$ cat src/include/ppr_defines.vh
// Overview of operation
// - six bus locations: data, direction, control
// - selects plus control bit 2 pick location
// - reset zeroes all registers, lines inputs
// - direction bit 0 input, 1 output
// - control bits 0-5 rw, 6-7 read-only
// - flags 7/6, aux field 5:3, access 2, edge 1:0
// - bus cannot set flags; data read clears
// - flag set by active edge on input line
// - bit 1 picks edge polarity of first line
// - bit 0 gates flag 7 onto request
// - late enable of bit 0 raises request
// - aux input: bit 4 edge, bit 3 enable
// - late enable of bit 3 raises request
// - bit 5 high makes aux line an output
// - cleared flag rearms only after deselected pulse
// - edge counts only after enable pulse conditioning
`ifndef PPR_DEFINES_VH
`define PPR_DEFINES_VH

// register select codes {reg_select_high, reg_select_low}
`define PPR_SEL_A_DATA      2'h0
`define PPR_SEL_A_CTRL      2'h1
`define PPR_SEL_B_DATA      2'h2
`define PPR_SEL_B_CTRL      2'h3

// control word field positions
`define PPR_BIT_FIRST_EN    0
`define PPR_BIT_FIRST_EDGE  1
`define PPR_BIT_DATA_ACCESS 2
`define PPR_BIT_AUX_EN      3
`define PPR_BIT_AUX_EDGE    4
`define PPR_BIT_AUX_OUT     5
`define PPR_BIT_AUX_FLAG    6
`define PPR_BIT_FIRST_FLAG  7

// reset values
`define PPR_RST_BYTE        8'h00
`define PPR_RST_CTRL        6'h00

`endif

$ cat src/verilog/ppr_top.v
`timescale 1ns/1ns
`include "ppr_defines.vh"
// dual 8-bit parallel port with bus register access and control lines
module ppr_top #(
    parameter WIDTH          = 8, // peripheral lines per port
    parameter AUX_B_ON_WRITE = 1  // port b aux handshake fires on data write, port a on data read
) (
    input  wire             ref_clk,
    input  wire             rst,
    // bus side
    input  wire             enable,
    input  wire             select_high_0,
    input  wire             select_high_1,
    input  wire             select_low_2_n,
    input  wire             reg_select_low,
    input  wire             reg_select_high,
    input  wire             read_not_write,
    input  wire [7:0]       data_in,
    output reg  [7:0]       data_out,
    output reg              data_oe_n,
    // open-drain requests: out is always low, oe_n low pulls the wire
    output reg              port_a_irq_n_out,
    output reg              port_a_irq_n_oe_n,
    output reg              port_b_irq_n_out,
    output reg              port_b_irq_n_oe_n,
    // peripheral side
    input  wire [WIDTH-1:0] port_a_lines_in,
    output reg  [WIDTH-1:0] port_a_lines_out,
    output reg  [WIDTH-1:0] port_a_lines_oe_n,
    input  wire [WIDTH-1:0] port_b_lines_in,
    output reg  [WIDTH-1:0] port_b_lines_out,
    output reg  [WIDTH-1:0] port_b_lines_oe_n,
    input  wire             port_a_edge_input,
    input  wire             port_b_edge_input,
    input  wire             port_a_aux_line_in,
    output reg              port_a_aux_line_out,
    output reg              port_a_aux_line_oe_n,
    input  wire             port_b_aux_line_in,
    output reg              port_b_aux_line_out,
    output reg              port_b_aux_line_oe_n
);
    // bus access captured during the enable pulse
    reg              e_q;         // enable delayed one cycle
    reg              acc_sel;     // device selected in this pulse
    reg  [1:0]       acc_rs;      // register select in this pulse
    reg              acc_rd;      // read_not_write in this pulse
    reg  [7:0]       acc_wdata;   // write data in this pulse
    // register file
    reg  [WIDTH-1:0] out_a;       // port a output register
    reg  [WIDTH-1:0] dir_a;       // port a direction
    reg  [5:0]       ctl_a;       // port a writable control bits
    reg  [WIDTH-1:0] out_b;
    reg  [WIDTH-1:0] dir_b;
    reg  [5:0]       ctl_b;
    // aux output handshake state
    reg              aux_a_lvl;
    reg              aux_b_lvl;
    reg              next_aux_a;
    reg              next_aux_b;
    // read path
    reg  [7:0]       next_rdata;
    wire             selected;
    wire             e_fall;
    wire [1:0]       live_rs;
    wire [WIDTH-1:0] pin_view_a;
    wire [WIDTH-1:0] pin_view_b;
    // flags and their handles, index 0 a-first, 1 a-aux, 2 b-first, 3 b-aux
    wire [3:0]       flag;
    wire [3:0]       line_vec;
    wire [3:0]       rise_vec;
    wire [3:0]       inmode_vec;
    wire [3:0]       clr_vec;
    wire             rd_a_data;
    wire             rd_b_data;
    wire             wr_b_data;
    wire             rearm;
    wire             irq_a;
    wire             irq_b;

    // selection needs both high selects and the low select
    assign selected = select_high_0 & select_high_1 & ~select_low_2_n;
    assign live_rs  = {reg_select_high, reg_select_low};
    // access completes on the trailing edge of enable
    assign e_fall   = e_q & ~enable;

    // enable history
    always @(posedge ref_clk) begin
        if (rst) begin
            e_q <= 1'b0;
        end else begin
            e_q <= enable;
        end
    end

    // the master keeps selects stable through the pulse, so the last
    // sample before the trailing edge stands for the whole access
    always @(posedge ref_clk) begin
        if (rst) begin
            acc_sel   <= 1'b0;
            acc_rs    <= 2'h0;
            acc_rd    <= 1'b0;
            acc_wdata <= `PPR_RST_BYTE;
        end else if (enable) begin
            acc_sel   <= selected;
            acc_rs    <= live_rs;
            acc_rd    <= read_not_write;
            acc_wdata <= data_in;
        end
    end

    // strobes derived from the completed access
    assign rd_a_data = e_fall & acc_sel & acc_rd & (acc_rs == `PPR_SEL_A_DATA) & ctl_a[`PPR_BIT_DATA_ACCESS];
    assign rd_b_data = e_fall & acc_sel & acc_rd & (acc_rs == `PPR_SEL_B_DATA) & ctl_b[`PPR_BIT_DATA_ACCESS];
    assign wr_b_data = e_fall & acc_sel & ~acc_rd & (acc_rs == `PPR_SEL_B_DATA) & ctl_b[`PPR_BIT_DATA_ACCESS];
    // any pulse spent deselected rearms every flag
    assign rearm     = e_fall & ~acc_sel;

    // register writes; flags are never a write target
    always @(posedge ref_clk) begin
        if (rst) begin
            out_a <= `PPR_RST_BYTE;
            dir_a <= `PPR_RST_BYTE;
            ctl_a <= `PPR_RST_CTRL;
            out_b <= `PPR_RST_BYTE;
            dir_b <= `PPR_RST_BYTE;
            ctl_b <= `PPR_RST_CTRL;
        end else if (e_fall && acc_sel && !acc_rd) begin
            // address decode over the six locations
            if (acc_rs == `PPR_SEL_A_DATA) begin
                if (ctl_a[`PPR_BIT_DATA_ACCESS]) begin
                    out_a <= acc_wdata[WIDTH-1:0];
                end else begin
                    dir_a <= acc_wdata[WIDTH-1:0];
                end
            end else if (acc_rs == `PPR_SEL_A_CTRL) begin
                ctl_a <= acc_wdata[5:0];
            end else if (acc_rs == `PPR_SEL_B_DATA) begin
                if (ctl_b[`PPR_BIT_DATA_ACCESS]) begin
                    out_b <= acc_wdata[WIDTH-1:0];
                end else begin
                    dir_b <= acc_wdata[WIDTH-1:0];
                end
            end else begin
                ctl_b <= acc_wdata[5:0];
            end
        end
    end

    // pins for inputs, own register for outputs
    assign pin_view_a = (port_a_lines_in & ~dir_a) | (out_a & dir_a);
    assign pin_view_b = (port_b_lines_in & ~dir_b) | (out_b & dir_b);

    // read multiplexer, decoded from the live selects
    always @* begin
        next_rdata = `PPR_RST_BYTE;
        if (live_rs == `PPR_SEL_A_DATA) begin
            if (ctl_a[`PPR_BIT_DATA_ACCESS]) begin
                next_rdata[WIDTH-1:0] = pin_view_a;
            end else begin
                next_rdata[WIDTH-1:0] = dir_a;
            end
        end else if (live_rs == `PPR_SEL_A_CTRL) begin
            next_rdata = {flag[0], flag[1], ctl_a};
        end else if (live_rs == `PPR_SEL_B_DATA) begin
            if (ctl_b[`PPR_BIT_DATA_ACCESS]) begin
                next_rdata[WIDTH-1:0] = pin_view_b;
            end else begin
                next_rdata[WIDTH-1:0] = dir_b;
            end
        end else begin
            next_rdata = {flag[2], flag[3], ctl_b};
        end
    end

    // data bus drive: registered, so it follows a selected read pulse one cycle late
    always @(posedge ref_clk) begin
        if (rst) begin
            data_out  <= `PPR_RST_BYTE;
            data_oe_n <= 1'b1;
        end else begin
            data_out  <= next_rdata;
            data_oe_n <= ~(enable & selected & read_not_write);
        end
    end

    // per-line control vectors for the flag cells
    assign line_vec   = {port_b_aux_line_in, port_b_edge_input, port_a_aux_line_in, port_a_edge_input};
    assign rise_vec   = {ctl_b[`PPR_BIT_AUX_EDGE], ctl_b[`PPR_BIT_FIRST_EDGE],
                         ctl_a[`PPR_BIT_AUX_EDGE], ctl_a[`PPR_BIT_FIRST_EDGE]};
    // first lines are always inputs; aux lines only while bit 5 is low
    assign inmode_vec = {~ctl_b[`PPR_BIT_AUX_OUT], 1'b1, ~ctl_a[`PPR_BIT_AUX_OUT], 1'b1};
    assign clr_vec    = {rd_b_data, rd_b_data, rd_a_data, rd_a_data};

    // one edge and flag cell per control line
    genvar gi;
    generate
        for (gi = 0; gi < 4; gi = gi + 1) begin : g_flag
            ppr_edge_flag u_flag (
                .ref_clk     (ref_clk),
                .rst         (rst),
                .line_in     (line_vec[gi]),
                .edge_rising (rise_vec[gi]),
                .input_mode  (inmode_vec[gi]),
                .e_fall      (e_fall),
                .clear       (clr_vec[gi]),
                .rearm       (rearm),
                .flag        (flag[gi])
            );
        end
    endgenerate

    // request is a level of flag and enable, so a late enable still fires
    assign irq_a = (flag[0] & ctl_a[`PPR_BIT_FIRST_EN]) |
                   (flag[1] & ctl_a[`PPR_BIT_AUX_EN] & ~ctl_a[`PPR_BIT_AUX_OUT]);
    assign irq_b = (flag[2] & ctl_b[`PPR_BIT_FIRST_EN]) |
                   (flag[3] & ctl_b[`PPR_BIT_AUX_EN] & ~ctl_b[`PPR_BIT_AUX_OUT]);

    // open-drain request drivers
    always @(posedge ref_clk) begin
        if (rst) begin
            port_a_irq_n_out  <= 1'b0;
            port_a_irq_n_oe_n <= 1'b1;
            port_b_irq_n_out  <= 1'b0;
            port_b_irq_n_oe_n <= 1'b1;
        end else begin
            port_a_irq_n_out  <= 1'b0;
            port_a_irq_n_oe_n <= ~irq_a;
            port_b_irq_n_out  <= 1'b0;
            port_b_irq_n_oe_n <= ~irq_b;
        end
    end

    // aux output modes: bit 4 high gives a manual level equal to bit 3;
    // bit 4 low drops the line on a data access and raises it again on
    // a first-line flag (bit 3 low) or on the next enable fall (bit 3 high)
    always @* begin
        next_aux_a = aux_a_lvl;
        if (ctl_a[`PPR_BIT_AUX_EDGE]) begin
            next_aux_a = ctl_a[`PPR_BIT_AUX_EN];
        end else if (rd_a_data) begin
            next_aux_a = 1'b0;
        end else if (ctl_a[`PPR_BIT_AUX_EN] ? e_fall : flag[0]) begin
            next_aux_a = 1'b1;
        end
    end

    // port b variant differs only in the access that starts it
    always @* begin
        next_aux_b = aux_b_lvl;
        if (ctl_b[`PPR_BIT_AUX_EDGE]) begin
            next_aux_b = ctl_b[`PPR_BIT_AUX_EN];
        end else if (AUX_B_ON_WRITE ? wr_b_data : rd_b_data) begin
            next_aux_b = 1'b0;
        end else if (ctl_b[`PPR_BIT_AUX_EN] ? e_fall : flag[2]) begin
            next_aux_b = 1'b1;
        end
    end

    // aux state idles high so an input-to-output switch starts inactive
    always @(posedge ref_clk) begin
        if (rst) begin
            aux_a_lvl <= 1'b1;
            aux_b_lvl <= 1'b1;
        end else begin
            aux_a_lvl <= next_aux_a;
            aux_b_lvl <= next_aux_b;
        end
    end

    // peripheral pin drivers, all registered
    always @(posedge ref_clk) begin
        if (rst) begin
            port_a_lines_out     <= {WIDTH{1'b0}};
            port_a_lines_oe_n    <= {WIDTH{1'b1}};
            port_b_lines_out     <= {WIDTH{1'b0}};
            port_b_lines_oe_n    <= {WIDTH{1'b1}};
            port_a_aux_line_out  <= 1'b1;
            port_a_aux_line_oe_n <= 1'b1;
            port_b_aux_line_out  <= 1'b1;
            port_b_aux_line_oe_n <= 1'b1;
        end else begin
            port_a_lines_out     <= out_a;
            port_a_lines_oe_n    <= ~dir_a;
            port_b_lines_out     <= out_b;
            port_b_lines_oe_n    <= ~dir_b;
            port_a_aux_line_out  <= next_aux_a;
            port_a_aux_line_oe_n <= ~ctl_a[`PPR_BIT_AUX_OUT];
            port_b_aux_line_out  <= next_aux_b;
            port_b_aux_line_oe_n <= ~ctl_b[`PPR_BIT_AUX_OUT];
        end
    end
endmodule // ppr_top

$ cat src/verilog/ppr_edge_flag.v
`timescale 1ns/1ns
// one control line: edge sensing, conditioning and its sticky flag
module ppr_edge_flag (
    input  wire ref_clk,
    input  wire rst,
    input  wire line_in,      // sampled control line level
    input  wire edge_rising,  // 1 selects low-to-high as active
    input  wire input_mode,   // line programmed as an input
    input  wire e_fall,       // trailing edge of an enable pulse
    input  wire clear,        // read of this port's data register
    input  wire rearm,        // enable pulse seen while deselected
    output reg  flag          // sticky interrupt flag
);
    reg  line_q;   // previous line sample
    reg  armed;    // edge sense network conditioned
    reg  allow;    // flag may be set again after a clearing read
    wire active_edge;
    wire idle_level;
    wire set_flag;

    // active transition relative to the programmed polarity
    assign active_edge = edge_rising ? (line_in & ~line_q) : (~line_in & line_q);
    assign idle_level  = edge_rising ? ~line_in : line_in;
    // all three gates must agree before a flag can rise
    assign set_flag    = active_edge & armed & allow & input_mode;

    // line history
    always @(posedge ref_clk) begin
        if (rst) begin
            line_q <= 1'b1;
        end else begin
            line_q <= line_in;
        end
    end

    // conditioning: an enable pulse must fall while the line is idle
    always @(posedge ref_clk) begin
        if (rst) begin
            armed <= 1'b0;
        end else if (active_edge) begin
            armed <= 1'b0;
        end else if (e_fall && idle_level) begin
            armed <= 1'b1;
        end
    end

    // rearm gate after a clearing read
    always @(posedge ref_clk) begin
        if (rst) begin
            allow <= 1'b1;
        end else if (clear) begin
            allow <= 1'b0;
        end else if (rearm) begin
            allow <= 1'b1;
        end
    end

    // sticky flag; a set in the clearing cycle wins so no event is lost
    always @(posedge ref_clk) begin
        if (rst) begin
            flag <= 1'b0;
        end else if (set_flag) begin
            flag <= 1'b1;
        end else if (clear) begin
            flag <= 1'b0;
        end
    end
endmodule // ppr_edge_flag

$ cat config.mk
export PLATFORM = sky130hd
export DESIGN_NAME = ppr_top
export DESIGN_NICKNAME = d
export VERILOG_FILES = /design/src/verilog/ppr_top.v /design/src/verilog/ppr_edge_flag.v
export VERILOG_INCLUDE_DIRS = /design/src /design/src/include
export SDC_FILE = /design/constraint.sdc
export NUM_CORES = 1
export LEC_CHECK = 0
export ABC_AREA = 1
export ABC_CLOCK_PERIOD_IN_PS = 3500
export BUFFER_PORTS_ARGS = -buffer_cell sky130_fd_sc_hd__buf_2
export CORE_ASPECT_RATIO = 2
export CORE_UTILIZATION = 45
export DETAILED_ROUTE_END_ITERATION = 10
export PLACE_DENSITY_LB_ADDON = 0.1
export SYNTH_ARGS = -nofsm -noshare
export SYNTH_HDL_FRONTEND = slang
export SYNTH_SLANG_ARGS = --single-unit
export TNS_END_PERCENT = 20
$ cat constraint.sdc
create_clock -name ref_clk -period 3.5 [get_ports ref_clk]
set_clock_uncertainty 0.15 [all_clocks]
set_input_delay 0.35 -clock ref_clk [delete_from_list [all_inputs] [get_ports ref_clk]]
set_output_delay 0.35 -clock ref_clk [all_outputs]
set_load 0.01 [all_outputs]
Word-level counts from Yosys, hierarchy flattened
Index checks and enable logic that the tools add are counted.

Muxes and demuxes: 30. Bitwise logic cells: 71. Equal/unequal tests: 4. Reduce and logical (&&, ||, !) cells: 27.

Operators with widths (number): 8-bit two-way mux (5); 1-bit AND (39); 8-bit AND (4); 1-bit two-way mux (25); 1-bit NOT (22); 8-bit NOT (2); 8-bit OR (2); 2-bit nonzero test (6); 5-bit AND reduction (2); 3-bit AND reduction (3); 2-bit OR reduction (4); 1-bit logical AND (6); 3-bit nonzero test (2); 2-bit by 1-bit == test with 1-bit output (second input constant) (2); 2-bit == test (second input constant) (2); 2-bit logical NOT (2); 4-bit AND reduction (1); 1-bit OR (2); 1-bit logical NOT (1).

Logic and storage cells: 169. Register bits: 118. Input port bits: 37.

Depth between registers and ports, before layout
Depth after elaboration: 8. Depth in mapped cells: 8. Mapped depth without buffers: 8.

Modules after synthesis
A second synthesis with hierarchy kept.

Cells, all modules: 668. Area, all modules: 4906.0 um2.

By module, submodules not included: ppr_top (times used 1, area an instance 4190.3 um2, cells each 556, seq. area each 2082.0 um2); ppr_edge_flag (times used 4, area an instance 178.9 um2, cells each 28, seq. area each 80.1 um2).

Worst setup path before layout
No wires, ideal clock.

Path type: register -> register. Start: register acc_rs[1]. End: register dir_b[0]. Setup time: 0.133 ns. Path slack: 1.931 ns. Arrival: 1.286 ns. Stages on the path, launching flop included: 8. Required time: 3.217 ns. Path through: dfxtp_1 > inv_1 > ha_1 > buf_2 > nor3b_4 > nand2_4 > nand2_1 > a21oi_1.

Cells in the longest elaborated chain, start to end: 3.

RTL lines: from (decl) (RTL line ppr_top.v:45) `reg [1:0] acc_rs;`; from (signal assigned) (RTL line ppr_top.v:105) `acc_rs <= live_rs;`; 2-bit by 1-bit == test with 1-bit output (no source line) or 2-bit logical NOT (tied branches); 1-bit NOT (no source line); 5-bit AND reduction (no source line) (*); to (signal assigned) (RTL line ppr_top.v:125) `` dir_b <= `PPR_RST_BYTE; ``; to (signal assigned) (RTL line ppr_top.v:141) `dir_b <= acc_wdata[WIDTH-1:0];`; to (decl) (RTL line ppr_top.v:53) `reg [WIDTH-1:0] dir_b;`.

Every way passes the cells marked *; elsewhere a longest branch is shown, timed or not. A chain may end at the register's enable or synchronous reset.

Worst setup path in the final report
Start: register acc_rs[0]. End: register dir_a[6].

Cells in the longest elaborated chain, start to end: 2.

RTL lines: 2-bit logical NOT (no source line); 3-bit AND reduction (no source line); to (signal assigned) (RTL line ppr_top.v:122) `` dir_a <= `PPR_RST_BYTE; ``; to (signal assigned) (RTL line ppr_top.v:133) `dir_a <= acc_wdata[WIDTH-1:0];`; to (decl) (RTL line ppr_top.v:50) `reg [WIDTH-1:0] dir_a;`.

Every way passes these cells.

==> reports/metrics.cfg <==
[run_status]
status = completed

[cts]
numCtsBuffers = 17
clkLatencyLatePin_ps = 410
ctsResizeCount = 0
cts_sinks = 118
postCtsSetupBuffers = 0
cts_root_buffer = clkbuf_16
cts_hold_buf = 3
h-tree-depth = 4
path_clk_slew_ps = 50
cts_tree = done
cts_buffer_depth = 2

[critical_path]
crit_top_cell = inv_1
start_kind = flip-flop
crit_buf_inv = 2
critPathMaxFanout = 15
r2r_slack_ps = 1480
r2r-start = acc_rs[0]$_SDFFE_PP0P_
cp_slowest_cell = nor2_2
rr_worst_depth = 7
crit_arrival_ps = 2140
crit_required_ps = 3620
cpPeakStageDelay_ps = 460
crit_family = simple AND/OR/NAND/NOR gates
crit_type = reg -> reg
path_cells = inv_1 > ha_1 > inv_1 > nor2_2 > nand2_4 > nand2_1 > a21oi_1
worstReg2RegEnd = dir_a[6]$_SDFFE_PP0P_
endpoint_kind = flip-flop

[power]
powerDensity_nw_per_um2 = 539
vdd_drop_max_mv = 0.379
p_leak_nw = 2.55

[floorplan]
pin_count = 86
die_h_um = 147
die_area_um2 = 10900
rows = 52
die_w_um = 74.4
coreArea_um2 = 10100
start_util = 0.465

[worst_hold_path]
min_to = data_oe_n$_SDFF_PP1_
hold_path_class = in -> reg
min_from = read_not_write
worstHoldPathCells = 2

[route]
antenna_left = 0
drc = 0
wl_per_cell_um = 15.1
vias = 4294
vias_per_cell = 5.08
drt_wl_total_um = 12800
drtPass1Iterations = 6
first_iter_violations = 272

[logic_synthesis]
async_reset_ff_frac = 0
syn_inst = 619
ys.flop_type = dfxtp_1
seq_area_frac_synth = 0.500
synth-seq-cells = 118
synth_cell_type_count = 32
synth_top_area_share = 0.500
synthTopCellsByArea = dfxtp_1, nand2_1, nand3_1
syn_avg_cell_area_um2 = 7.63
yosysMostFrequentCell = nand2_1
synth_area_um2 = 4720
yosysTopAreaCell = dfxtp_1
synth_edf_count = 0
synth_common_cells = nand2_1, dfxtp_1, inv_1, nor2_1, nand3_1
ys_warn_count = 0

[grt]
grt_usage = 0.254
first_global_vias = 4107
gr-total-overflow = 0
grt_pass1_wl_um = 20400
antenna_found_initial = 0
grt_max_degree = 44

[placed_design]
portBuffers = 83
dp_cells = 812
place.gp.congestion = 0.900
dp_hpwl_um = 9410
place_ws_ps = 1380

[timing]
layout_setup_ws_ps = 1480
period_minus_slack_ps = 2020
setup_viol = 0
max_freq_ghz = 0.494
rsz0062_at_grt = false
maxSlewViolCount = 0
worst_pin_slew_ps = 708
hold_viol_final = 0
tns_ps = 0
fin_crit_sh = 0.578
relSlewSlack = 0.527
timing.hold.ws_ps = 7.98

[cells_and_area]
instances_no_fill = 846
final_util = 0.565
diodes = 0
multi_input_area_um2 = 1900
seq_area_um2 = 2360
area_growth_pct = 21.4
num-fill-cells = 986
final_layout_size_suffix_gt1_frac = 0.188
finalNetCount = 739

[run]
drv_cap = 0

logic make-up after synthesis:
family | Yosys count | share of synthesized area
flops | 118 | 0.500
compound gates | 89 | 0.103
other cells | 1 | 0.000794
simple gates | 300 | 0.290
buf+inv | 108 | 0.0983
fa+ha+maj | 3 | 0.00795
cells in the final DEF, fill, tap and decap left out, drive strengths merged, types with 7 or more instances in the layout:
master  count
a21oi      41
buf        86
clkbuf     22
clkinv      7
dfxtp     118
inv        78
nand2     133
nand3      68
nand4      16
nor2       72
o211ai      7
o21ai      32
how the worst max path moves through the flow:
stage                                      start               endpoint  cells after the start
after floorplan           acc_rs[1]$_SDFFE_PP0P_  dir_b[0]$_SDFFE_PP0P_                      7
after global placement                    enable  ctl_a[2]$_SDFFE_PP0P_                      8
after detailed placement                  enable  ctl_a[4]$_SDFFE_PP0P_                      8
after CTS                  ctl_b[2]$_SDFFE_PP0P_  out_b[4]$_SDFFE_PP0P_                      5
after global routing       ctl_b[2]$_SDFFE_PP0P_  out_b[6]$_SDFFE_PP0P_                      5
final                     acc_rs[0]$_SDFFE_PP0P_  dir_a[6]$_SDFFE_PP0P_                      7
where the power goes:
group          total (mW)  internal (mW)  switching (mW)
clock                1.56          0.965           0.591
combinational       0.149         0.0463           0.103
sequential           1.39           1.36          0.0235
state kept, by name, indices dropped and copies added (netlist names), 4 cells and up:
| signal | cells |
|---|---|
| acc_wdata | 8 |
| ctl_a | 6 |
| ctl_b | 6 |
| data_out | 8 |
| dir_a | 8 |
| dir_b | 8 |
| g_flag.u_flag.armed | 4 |
| g_flag.u_flag.flag | 4 |
| g_flag.u_flag.line_q | 4 |
| out_a | 8 |
| out_b | 8 |
| port_a_lines_oe_n | 8 |
| port_a_lines_out | 8 |
| port_b_lines_oe_n | 8 |
| port_b_lines_out | 8 |
layer usage:
layer / vias up / share of wire / track usage
li1: 2148 / - / -
met1: 1957 / 0.35 / 0.254
met2: 156 / 0.56 / 0.448
met3: 33 / 0.042 / 0.0645
met4: 0 / 0.051 / 0.154
met5: - / 0 / 0
worst reg2reg max path: cells and delay by family (launching register included):
kind | cells | cell delay (ps)
fa+ha+maj | 1 | 270
compound gates | 1 | 60
flops | 1 | 320
simple gates | 3 | 740
buf+inv | 2 | 360
through the flow:
| stage | total power, mW | area, um2 |
|---|---|---|
| CTS | 3.11 | 5730 |
| global route | 3.20 | 5730 |
| finish | 3.09 | 5730 |
| global placement | 1.56 | 5170 |
| detailed placement | 1.56 | 5170 |
| floorplan | 1.50 | 4730 |
area by class of cell:
class,count,area share
timing repair buffer,89,0.0816
clock buffer,22,0.0844
clock inverter,9,0.00916
tap,135,0.0295
multi-input combinational,394,0.331
sequential,118,0.412
inverter,79,0.0521
Note: power is estimated with default switching activity, not from simulation.
